File: config.mk
export PLATFORM = sky130hd
export DESIGN_NAME = timer_reload_pwm_event_counter
export DESIGN_NICKNAME = d
export VERILOG_FILES = /design/src/tmr_pkg.sv /design/src/count_tick_if.sv /design/src/prescale_tick.sv /design/src/event_pin_sync.sv /design/src/timer_reload_pwm_event_counter.sv
export VERILOG_INCLUDE_DIRS = /design/src
export SDC_FILE = /design/constraint.sdc
export NUM_CORES = 1
export LEC_CHECK = 0
export BUFFER_PORTS_ARGS = -buffer_cell sky130_fd_sc_hd__buf_2
export CAP_MARGIN = 20
export CORE_MARGIN = 2
export CORE_UTILIZATION = 35
export DETAILED_ROUTE_END_ITERATION = 6
export PLACE_DENSITY = 0.61
export SETUP_SLACK_MARGIN = 0.05
export SYNTH_ARGS = -nofsm -noshare
export SYNTH_HDL_FRONTEND = slang
export SYNTH_SLANG_ARGS = --single-unit
File: constraint.sdc
create_clock -name i_clk -period 4.44 [get_ports i_clk]
set_input_delay 0.444 -clock i_clk [delete_from_list [all_inputs] [get_ports i_clk]]
set_output_delay 0.444 -clock i_clk [all_outputs]
set_load 0.02 [all_outputs]
File: src/tmr_consts.svh
// register indices, field positions and reset values of the reload timer
// Contract
// - on overflow the count register reloads from the active reload value
// - reload writes go to a holding buffer, moved to active at enable and at overflow
// - overflow is the count stepping from 0xff back to the reload value
// - with external source selected, each falling edge of the event pin counts one
// - event counting disables the event pin's wake-up function
// - event counting blocks the event pin interrupt and holds its flag at zero
// - pwm starts high, drops when count equals duty, rises again at overflow
// - in pwm the count starts from reload at enable and after overflow
// - pwm period runs from reload to overflow, 0x00 gives 256 steps
// - duty not above reload keeps pwm low for the whole period
// - overflow flag and interrupt request still work while pwm is output
// - pin enable moves the shared pin to pwm, clearing it restores gpio
// - pulse mode bit zero gives a plain timer or continuous pwm
// - one-pulse mode clears pin enable at overflow after a single pulse
// - counter holds while enable is zero, counts each tick while one
// - external select picks the pin, else clock divided 128 down to 1
// - overflow flag is sticky until software clears it
// - mode register bit layout, every bit resets to zero
`ifndef TMR_CONSTS_SVH
`define TMR_CONSTS_SVH
`define TMR_IDX_MODE   8'hb8
`define TMR_IDX_COUNT  8'hb9
`define TMR_IDX_RELOAD 8'hba
`define TMR_IDX_DUTY   8'hbb
`define TMR_IDX_STATUS 8'hc0
`define TMR_MODE_EN    7
`define TMR_RATE_HI    6
`define TMR_RATE_LO    4
`define TMR_MODE_EXT   3
`define TMR_MODE_INT   2
`define TMR_MODE_PULSE 1
`define TMR_MODE_PIN   0
`define TMR_STAT_OVF   0
`define TMR_STAT_IEN   1
`define TMR_STAT_PIN   2
`define TMR_CNT_FULL   8'hff
`define TMR_REG_RST    8'h00
`define TMR_PRE_MAX    7'h7f
`endif

File: src/tmr_pkg.sv
// shared types of the reload timer
package tmr_pkg;
    typedef logic [7:0] byte_t;
    typedef logic [2:0] rate_t;
endpackage : tmr_pkg

File: src/count_tick_if.sv
// prescaler request and tick between timer core and divider
`timescale 1ns/1ps
`default_nettype none
interface count_tick_if;
    tmr_pkg::rate_t rate;
    logic           run;
    logic           tick;
    modport src  (input rate, input run, output tick);
    modport sink (output rate, output run, input tick);
endinterface : count_tick_if
`default_nettype wire

File: src/prescale_tick.sv
// clock divider, 128 down to 1, giving one-cycle count ticks
`timescale 1ns/1ps
`default_nettype none
`include "tmr_consts.svh"
module prescale_tick #(
    parameter int PRE_W = 7
) (
    input  wire logic   i_clk,
    input  wire logic   i_reset_n,
    count_tick_if.src   port
);
    if (PRE_W != 7)
        $error("prescale_tick: divider must be 7 bits for 1..128");

    logic [PRE_W-1:0] div_cnt;
    logic [PRE_W-1:0] mask;

    // code 000 needs all bits set, code 111 none
    assign mask      = `TMR_PRE_MAX >> port.rate;
    assign port.tick = port.run && ((div_cnt & mask) == mask);

    always_ff @(posedge i_clk)
    begin
        if (!i_reset_n || !port.run)
            div_cnt <= '0;
        else
            div_cnt <= div_cnt + 1'b1;
    end
endmodule : prescale_tick
`default_nettype wire

File: src/event_pin_sync.sv
// event pin synchroniser with qualified falling edge
`timescale 1ns/1ps
`default_nettype none
module event_pin_sync (
    input  wire logic i_clk,
    input  wire logic i_reset_n,
    input  wire logic i_pin,
    output logic      o_fall
);
    logic s1;
    logic s2;
    logic s3;
    logic level;

    always_ff @(posedge i_clk)
    begin
        if (!i_reset_n)
        begin
            s1 <= 1'b1;
            s2 <= 1'b1;
            s3 <= 1'b1;
        end
        else
        begin
            s1 <= i_pin;
            s2 <= s1;
            s3 <= s2;
        end
    end

    // a change counts only once two stages agree
    always_ff @(posedge i_clk)
    begin
        if (!i_reset_n)
        begin
            level  <= 1'b1;
            o_fall <= 1'b0;
        end
        else
        begin
            if (s2 == s3)
                level <= s2;
            o_fall <= level && !s2 && !s3;
        end
    end
endmodule : event_pin_sync
`default_nettype wire

File: src/timer_reload_pwm_event_counter.sv
// 8-bit reload timer with pwm, one-pulse and event count, wishbone slave
//
// Decided for this implementation: the Wishbone slave port.
`timescale 1ns/1ps
`default_nettype none
`include "tmr_consts.svh"
module timer_reload_pwm_event_counter #(
    parameter int ADR_W = 12
) (
    input  wire logic        i_clk,
    input  wire logic        i_reset_n,
    input  wire logic        i_wb_cyc,
    input  wire logic        i_wb_stb,
    input  wire logic        i_wb_we,
    input  wire logic [ADR_W-1:0] i_wb_adr,
    input  wire logic [3:0]  i_wb_sel,
    input  wire logic [31:0] i_wb_dat,
    output logic [31:0]      o_wb_dat,
    output logic             o_wb_ack,
    input  wire logic        i_event_pin,
    input  wire logic        i_gpio_wake_req,
    input  wire logic        i_gpio_event_irq,
    input  wire logic        i_gpio_out,
    input  wire logic        i_gpio_oe,
    output logic             o_pin_o,
    output logic             o_pin_oe,
    output logic             o_wake_req,
    output logic             o_overflow_irq,
    output logic             o_event_pin_irq
);
    if (ADR_W < 10)
        $error("timer: address must reach index 0xc0");

    tmr_pkg::byte_t timer_mode_ctl;
    tmr_pkg::byte_t count_value;
    tmr_pkg::byte_t reload_hold;
    tmr_pkg::byte_t reload_active;
    tmr_pkg::byte_t pwm_duty_value;
    tmr_pkg::byte_t wdat;
    logic           overflow_flag;
    logic           overflow_irq_enable;
    logic           event_pin_irq_flag;
    logic           pwm_level;
    logic           run_d;
    logic           ack;
    logic [31:0]    rdat;
    logic           wb_req;
    logic           wr;
    logic           timer_run_enable;
    logic           external_source_select;
    logic           one_pulse_mode;
    logic           pwm_pin_enable;
    logic           ev_fall;
    logic           tick;
    logic           start;
    logic           ovf;
    logic           wr_mode;
    logic           wr_count;
    logic           wr_status;
    logic           clr_ovf;
    logic           clr_pin;

    function automatic logic hit(input logic [ADR_W-1:0] adr, input tmr_pkg::byte_t idx);
        hit = (adr == ADR_W'({idx, 2'b00}));
    endfunction : hit

    count_tick_if tk ();

    prescale_tick #(
        .PRE_W (7)
    ) u_prescale (
        .i_clk     (i_clk),
        .i_reset_n (i_reset_n),
        .port      (tk.src)
    );

    event_pin_sync u_event_sync (
        .i_clk     (i_clk),
        .i_reset_n (i_reset_n),
        .i_pin     (i_event_pin),
        .o_fall    (ev_fall)
    );

    assign timer_run_enable       = timer_mode_ctl[`TMR_MODE_EN];
    assign external_source_select = timer_mode_ctl[`TMR_MODE_EXT];
    assign one_pulse_mode         = timer_mode_ctl[`TMR_MODE_PULSE];
    assign pwm_pin_enable         = timer_mode_ctl[`TMR_MODE_PIN];

    // the internal select bit picks between two rates that are both i_clk here
    assign tk.rate = timer_mode_ctl[`TMR_RATE_HI:`TMR_RATE_LO];
    assign tk.run  = timer_run_enable && !external_source_select;

    assign tick  = timer_run_enable && (external_source_select ? ev_fall : tk.tick);
    assign start = timer_run_enable && !run_d;
    assign ovf   = tick && !start && (count_value == `TMR_CNT_FULL);

    // bus: one wait state, write lands on the edge that sees ack
    assign wb_req    = i_wb_cyc && i_wb_stb;
    assign wr        = wb_req && ack && i_wb_we && i_wb_sel[0];
    assign wdat      = i_wb_dat[7:0];
    assign wr_mode   = wr && hit(i_wb_adr, `TMR_IDX_MODE);
    assign wr_count  = wr && hit(i_wb_adr, `TMR_IDX_COUNT);
    assign wr_status = wr && hit(i_wb_adr, `TMR_IDX_STATUS);
    assign clr_ovf   = wr_status && !wdat[`TMR_STAT_OVF];
    assign clr_pin   = wr_status && !wdat[`TMR_STAT_PIN];
    assign o_wb_ack  = ack;
    assign o_wb_dat  = rdat;

    always_ff @(posedge i_clk)
    begin
        if (!i_reset_n)
            ack <= 1'b0;
        else
            ack <= wb_req && !ack;
    end

    // reload is write-only and reads as zero, unmapped reads as zero
    always_ff @(posedge i_clk)
    begin
        if (!i_reset_n)
            rdat <= '0;
        else if (wb_req && !ack)
        begin
            rdat <= '0;
            if (hit(i_wb_adr, `TMR_IDX_MODE))
                rdat[7:0] <= timer_mode_ctl;
            else if (hit(i_wb_adr, `TMR_IDX_COUNT))
                rdat[7:0] <= count_value;
            else if (hit(i_wb_adr, `TMR_IDX_DUTY))
                rdat[7:0] <= pwm_duty_value;
            else if (hit(i_wb_adr, `TMR_IDX_STATUS))
            begin
                rdat[`TMR_STAT_OVF] <= overflow_flag;
                rdat[`TMR_STAT_IEN] <= overflow_irq_enable;
                rdat[`TMR_STAT_PIN] <= event_pin_irq_flag;
            end
        end
    end

    always_ff @(posedge i_clk)
    begin
        if (!i_reset_n)
            run_d <= 1'b0;
        else
            run_d <= timer_run_enable;
    end

    // a software write in the overflow cycle wins, so a re-arm is not lost
    always_ff @(posedge i_clk)
    begin
        if (!i_reset_n)
            timer_mode_ctl <= `TMR_REG_RST;
        else if (wr_mode)
            timer_mode_ctl <= wdat;
        else if (ovf && one_pulse_mode && pwm_pin_enable)
            timer_mode_ctl[`TMR_MODE_PIN] <= 1'b0;
    end

    always_ff @(posedge i_clk)
    begin
        if (!i_reset_n)
            reload_hold <= `TMR_REG_RST;
        else if (wr && hit(i_wb_adr, `TMR_IDX_RELOAD))
            reload_hold <= wdat;
    end

    always_ff @(posedge i_clk)
    begin
        if (!i_reset_n)
            reload_active <= `TMR_REG_RST;
        else if (start || ovf)
            reload_active <= reload_hold;
    end

    always_ff @(posedge i_clk)
    begin
        if (!i_reset_n)
            pwm_duty_value <= `TMR_REG_RST;
        else if (wr && hit(i_wb_adr, `TMR_IDX_DUTY))
            pwm_duty_value <= wdat;
    end

    // next period starts from the value that just became active
    always_ff @(posedge i_clk)
    begin
        if (!i_reset_n)
            count_value <= `TMR_REG_RST;
        else if (wr_count)
            count_value <= wdat;
        else if (start || ovf)
            count_value <= reload_hold;
        else if (tick)
            count_value <= count_value + 8'h01;
    end

    // high only when duty lies inside the period, else low throughout
    always_ff @(posedge i_clk)
    begin
        if (!i_reset_n)
            pwm_level <= 1'b0;
        else if (!timer_run_enable)
            pwm_level <= 1'b0;
        else if (start || ovf)
            pwm_level <= (pwm_duty_value > reload_hold);
        else if (tick && (count_value + 8'h01 == pwm_duty_value))
            pwm_level <= 1'b0;
    end

    always_ff @(posedge i_clk)
    begin
        if (!i_reset_n)
            overflow_flag <= 1'b0;
        else if (ovf)
            overflow_flag <= 1'b1;
        else if (clr_ovf)
            overflow_flag <= 1'b0;
    end

    always_ff @(posedge i_clk)
    begin
        if (!i_reset_n)
            overflow_irq_enable <= 1'b0;
        else if (wr_status)
            overflow_irq_enable <= wdat[`TMR_STAT_IEN];
    end

    always_ff @(posedge i_clk)
    begin
        if (!i_reset_n)
            event_pin_irq_flag <= 1'b0;
        else if (external_source_select)
            event_pin_irq_flag <= 1'b0;
        else if (i_gpio_event_irq)
            event_pin_irq_flag <= 1'b1;
        else if (clr_pin)
            event_pin_irq_flag <= 1'b0;
    end

    assign o_overflow_irq  = overflow_flag && overflow_irq_enable;
    assign o_event_pin_irq = event_pin_irq_flag;
    assign o_wake_req      = i_gpio_wake_req && !external_source_select;
    // gpio settings stay untouched, so clearing the enable restores them
    assign o_pin_o         = pwm_pin_enable ? pwm_level : i_gpio_out;
    assign o_pin_oe        = pwm_pin_enable ? 1'b1 : i_gpio_oe;
endmodule : timer_reload_pwm_event_counter
`default_nettype wire

==> results.json, run 1 <==
{
  "status": "complete, no violations",
  "grt_pass1_vias": 2517,
  "rsz0062_at_grt": "no",
  "p_leak_nw": 1.52,
  "grt_start_max_net_pins": 37,
  "synth_seq_area_share": 0.355,
  "cts.clk_slew.worst_paths_ns": 0.06,
  "use_met2": 0.239,
  "max_slew_margin": 0.398,
  "end_kind": "flop",
  "rows": 35,
  "areaGrowthSynthToFinish_pct": 12.7,
  "htreeDepth": 3,
  "clk_latency_ns": 0.34,
  "synth_top_family_by_area": "simple AND/OR/NAND/NOR gates",
  "gp_congestion": 0.928,
  "via_count": 2795,
  "met1_usage": 0.209,
  "n_antenna_cell": 0,
  "power_density_nw_per_um2": 286,
  "fin_ws_ns": 2.10,
  "drc_errors": 0,
  "clock.fmax_mhz": 428,
  "synth_top_area_frac": 0.355,
  "totalPowerFinal_mw": 1.06,
  "cts-resized-gates": 0,
  "postRouteAntennaNets": 0,
  "dieWidth_um": 101,
  "yosys_register_bits": 58,
  "clock_skew_ns": 0.00874,
  "die-area_um2": 10100,
  "grt-ovfl-total": 0,
  "wirelength_um": 7740,
  "drtPass1Iterations": 5,
  "hold_viol_final": 0,
  "cts_setup_buffers": 0,
  "grt-busiest-layer": "met2",
  "critPathLaunchType": "flop",
  "final_util": 0.403,
  "synthCells": 378,
  "yosys.area_share.simple": 0.215,
  "synth_mux_area_frac": 0.0803,
  "synth.largest_area_cell": "dfxtp_1",
  "synth_ff_type": "dfxtp_1",
  "crit_slowest_cell": "or4b_2",
  "clock_sinks": 58,
  "synth.avg_cell_area_um2": 8.66,
  "postLayoutCellArea_um2": 3690,
  "maxSlewViolCount": 0,
  "critical_path_class": "reg -> reg",
  "tightest_slew_ns": 0.895,
  "max_stage_delay_ns": 0.61,
  "syn_area_um2": 3270,
  "drv_cap": 0,
  "synth.distinct_cells": 61,
  "synth_area_leaders": "dfxtp_1 35%, mux2i_1 7.3%, nor2_1 6.7%",
  "use_met3": 0.0340,
  "numCtsBuffers": 9,
  "cts_max_path_buffers": 2,
  "ys_warn_count": 0,
  "worstPathArrival_ns": 2.62,
  "grt_pass1_wl_um": 12400,
  "drt_iter0_markers": 270,
  "core_area_um2": 9150,
  "crit_chain": "ha_1 -> nand2_1 -> nor4_2 -> o21ai_0 -> buf_4 -> or4b_2 -> o221ai_1 -> o211a_1",
  "clockRootBuffer": "clkbuf_8",
  "critPathMaxFanout": 13,
  "synth_compound_gate_area_share": 0.159,
  "io_pins": 96,
  "cts_tree": "yes",
  "synthXorXnorAreaFrac": 0.0535,
  "period_share": 0.526,
  "place_ws_ns": 1.93,
  "start_util": 0.358,
  "fin_setup_tns_ns": 0,
  "hp-class": "in -> reg",
  "antenna_found_initial": 0,
  "post-dp-hpwl_um": 5820,
  "synthAdderAreaFrac": 0.0382,
  "grt.total_usage": 0.156,
  "max-vdd-ir-drop_v": 0.000102,
  "async_flop_share": 0,
  "finalSetupViolCount": 0,
  "drt-wirelength-per-cell_um": 14.4,
  "crit_required_ns": 4.72,
  "via_per_inst": 5.21,
  "numPortBuffers": 44,
  "die_h_um": 101,
  "dpl-instance-area_um2": 3470,
  "cts_hold_buffers": 0,
  "synth_edf_count": 0,
  "nNetsFinal": 489,
  "drive_gt1_frac": 0.184,
  "min_period_ns": 2.34
}
[state kept, by name, indices dropped and copies added (netlist names)]
signal               count
pwm_level                1
o_event_pin_irq          1
u_event_sync.level       1
overflow_irq_enable      1
u_event_sync.s3          1
run_d                    1
u_event_sync.s2          1
o_wb_dat                 8
timer_mode_ctl           8
o_wb_ack                 1
u_event_sync.o_fall      1
pwm_duty_value           8
overflow_flag            1
reload_hold              8
count_value              8
u_event_sync.s1          1
u_prescale.div_cnt       7
[metal layers]
layer | part of all wire | wire length [um] | vias up
li1 | - | - | 1382
met2 | 0.46 | 3540 | 106
met1 | 0.46 | 3560 | 1293
met3 | 0.067 | 520 | 14
met4 | 0.017 | 129 | 0
met5 | 0 | 0 | -
[worst paths after layout]
kind | from | endpoint | slack, ns | cells past startpoint
worst min register to register | u_event_sync.s1 | u_event_sync.s2 | 0.41 | 1
worst min-delay path | i_event_pin | u_event_sync.s1 | 0.29 | 2
worst max-delay path | count_value[0] | count_value[0] | 2.10 | 8
worst max register to register | count_value[0] | count_value[0] | 2.10 | 8
[synth_stat cells, drive strengths merged, types with 3 or more instances]
library cell and number:
xor2 9, o221a 3, o221ai 3, xnor2 11, inv 17, a21oi 14, nor2 58, nor4 4
mux2i 24, o21ai 9, nor3b 3, ha 10, a221o 3, a222oi 5, nand3 14, or2 4
a211oi 7, and2 5, nand2b 5, buf 28, nand2 23, nand4 6, o211ai 6, clkbuf 9
or3 3, a21o 4, dfxtp 58
[layout make-up]
class | count | area (um^2)
fill | 930 | 5460
clock inverter | 2 | 10.0
timing repair buffer | 46 | 255
tap | 111 | 139
inverter | 18 | 67.6
multi-input combinational | 288 | 1880
sequential | 58 | 1160
clock buffer | 13 | 179
[stage by stage]
step	hold WS, ns	cells
2_1_floorplan	0.386	401
3_3_place_gp	0.388	520
3_5_place_dp	0.394	520
4_1_cts	0.279	535
5_1_grt	0.314	536
6_report	0.290	536
[report_power, final]
group          switching [mW]  total [mW]  internal, mW
registers             0.00241       0.528         0.525
logic                  0.0526      0.0754        0.0227
clock network           0.195       0.453         0.258
total                   0.250        1.06         0.806
[cell families (layout without fill, tap and decap cells)]
logic type,Yosys count,count (layout)
other,1,24
xor gates and xnor gates,20,20
adders and majority gates,10,10
DFF,58,58
and+or+nand+nor,137,137
AOI/OAI and AO/OA,71,71
muxes,26,26
buffers and inverters,55,79
[worst max-delay path, delay by kind of cell, from the launching register on]
family          cells  cell delay, ns
simple gates        3            0.97
flops               1            0.46
compound gates      3            0.38
fa+ha+maj           1            0.26
buf+inv             1            0.20
[cell usage in the layout, fill, tap and decap left out, types with 6 or more instances in the layout]
cell,instances
ha_1,10
xnor2_1,11
nand4_1,6
dfxtp_1,58
a211oi_1,7
inv_1,17
xor2_1,9
clkbuf_8,13
o211ai_1,6
nand3_1,14
conb_1,24
mux2i_1,24
nor2_1,58
buf_2,44
a21oi_1,14
nand2_1,23
o21ai_0,9
Note: power is estimated with default switching activity, not from simulation.
==> inputs of run 2 (changes only) <==
- PLACE_DENSITY: 0.61 -> 0.63
- clock period: 4.44 -> 1.92 ns (I/O delays scaled with it)
==> run 2 against run 1 <==
Compared with the run above: die area is the same; total power grew 120%; combinational power grew 130%; sequential share of layout area shrank 3.9 points; routed wire length grew 9.9%; design area grew 16%; utilization grew 6.4 points; non-clock buffer count grew 58.
==> results.json, run 2 (synthesized netlist as in run 1, its figures left out) <==
{
  "grt_pass1_vias": 2768,
  "cts_tree": "yes",
  "period_share": 0.981,
  "die_h_um": 101,
  "startpoint": "timer_mode_ctl[6]",
  "areaGrowthSynthToFinish_pct": 30.7,
  "via_count": 3022,
  "clk_latency_ns": 0.34,
  "cts_max_path_buffers": 2,
  "drtPass1Iterations": 6,
  "min_period_ns": 1.88,
  "tightest_slew_ns": 0.563,
  "postRouteAntennaNets": 0,
  "io_pins": 96,
  "status": "complete, no violations",
  "drv_cap": 0,
  "power_density_nw_per_um2": 550,
  "max_stage_delay_ns": 0.38,
  "clock_skew_ns": 0.00974,
  "numPortBuffers": 44,
  "whs_ns": 0.0398,
  "final_util": 0.467,
  "worstPathArrival_ns": 2.14,
  "nNetsFinal": 547,
  "drt_iter0_markers": 230,
  "post-dp-hpwl_um": 6370,
  "drc_errors": 0,
  "grt_pass1_wl_um": 13500,
  "start_util": 0.358,
  "max-vdd-ir-drop_v": 0.000256,
  "clock_sinks": 58,
  "wirelength_um": 8510,
  "ff2ff_setup_slack_ns": 0.04,
  "max_slew_margin": 0.620,
  "numCtsBuffers": 9,
  "htreeDepth": 3,
  "clockRootBuffer": "clkbuf_8",
  "cts.clk_slew.worst_paths_ns": 0.06,
  "crit_required_ns": 2.17,
  "grt.total_usage": 0.171,
  "n_antenna_cell": 0,
  "crit_end": "count_value[5]",
  "antenna_found_initial": 0,
  "r2r_end": "count_value[5]",
  "rsz0062_at_grt": "yes",
  "reg2regPathDepth": 9,
  "crit_path_frequent_cell": "buf_4",
  "p_leak_nw": 1.86,
  "crit_chain": "buf_4 -> nor2_1 -> a21oi_2 -> a31oi_1 -> buf_4 -> buf_6 -> or3_4 -> a211o_1 -> o211ai_1",
  "dieWidth_um": 101,
  "via_per_inst": 5.08,
  "grt_start_max_net_pins": 37,
  "fin_setup_tns_ns": 0,
  "grt-ovfl-total": 0,
  "critPathLaunchType": "flop",
  "finalSetupViolCount": 0,
  "gp_congestion": 0.870,
  "drt-wirelength-per-cell_um": 14.3,
  "die-area_um2": 10100,
  "hold_viol_final": 0,
  "crit_slowest_cell": "or3_4",
  "totalPowerFinal_mw": 2.35,
  "instances_no_fill": 595,
  "core_area_um2": 9150,
  "mostFrequentLayoutCells": "57 x buf_4, 56 x nor2_1, 50 x dfxtp_1",
  "critical_path_class": "reg -> reg",
  "drive_gt1_frac": 0.337,
  "final_common_cell": "buf_4",
  "maxSlewViolCount": 0,
  "clock.fmax_mhz": 531,
  "end_kind": "flop",
  "hp-class": "in -> reg",
  "rows": 35,
  "critPathMaxFanout": 5,
  "cts_hold_buffers": 0,
  "r2r-start": "timer_mode_ctl[6]",
  "dp_cells": 574
}
[run 2: area by class of cell]
class | instances | area (um^2)
fill | 890 | 4870
inverter | 18 | 67.6
sequential | 58 | 1180
timing repair buffer | 104 | 691
clock buffer | 13 | 149
clock inverter | 3 | 15.0
tap | 111 | 139
multi-input combinational | 288 | 2040
[run 2: where the power goes]
group,internal [mW],switching [mW]
logic,0.0527,0.123
registers,1.21,0.00544
clock network,0.498,0.462
[run 2: worst min-delay path by stage]
stage                      startpoint  cells after the start  slack [ns]               to
after floorplan           i_event_pin                      1        0.29  u_event_sync.s1
after global placement    i_event_pin                      2        0.37  u_event_sync.s1
after detailed placement  i_event_pin                      2        0.38  u_event_sync.s1
after CTS                 i_event_pin                      2        0.03  u_event_sync.s1
after global routing      i_event_pin                      2        0.05  u_event_sync.s1
final                     i_event_pin                      2        0.04  u_event_sync.s1
[run 2: per-stage QoR]
step           setup slack [ns]  instance area (um^2)
2_1_floorplan           -0.0480                  3390
3_3_place_gp             -0.152                  3920
3_5_place_dp             -0.158                  3920
4_1_cts                  0.0345                  4180
5_1_grt                 -0.0542                  4280
6_report                 0.0361                  4280
[run 2: what timing repair did]
| item | 4_1_cts | 5_1_grt |
|---|---|---|
| gates resized for setup | 16 | 20 |
| pin swaps | 7 | 11 |
| endpoints found under the hold margin | 0 | 0 |
| buffers inserted | 3 | 2 |
| endpoints found under the setup margin | 8 | 17 |
[run 2: layer usage]
metal / track usage / vias to the layer above / part of all wire
met3: 0.0319 / 13 / 0.058
met2: 0.269 / 107 / 0.46
met1: 0.227 / 1410 / 0.46
li1: - / 1492 / -
met4: 0.0780 / 0 / 0.018
met5: 0 / - / 0
[run 2: critical path, delay by kind of cell (launching register included)]
kind            cells  cell delay, ns
compound gates      4            0.61
buf+inv             3            0.41
flops               1            0.36
simple gates        2            0.42
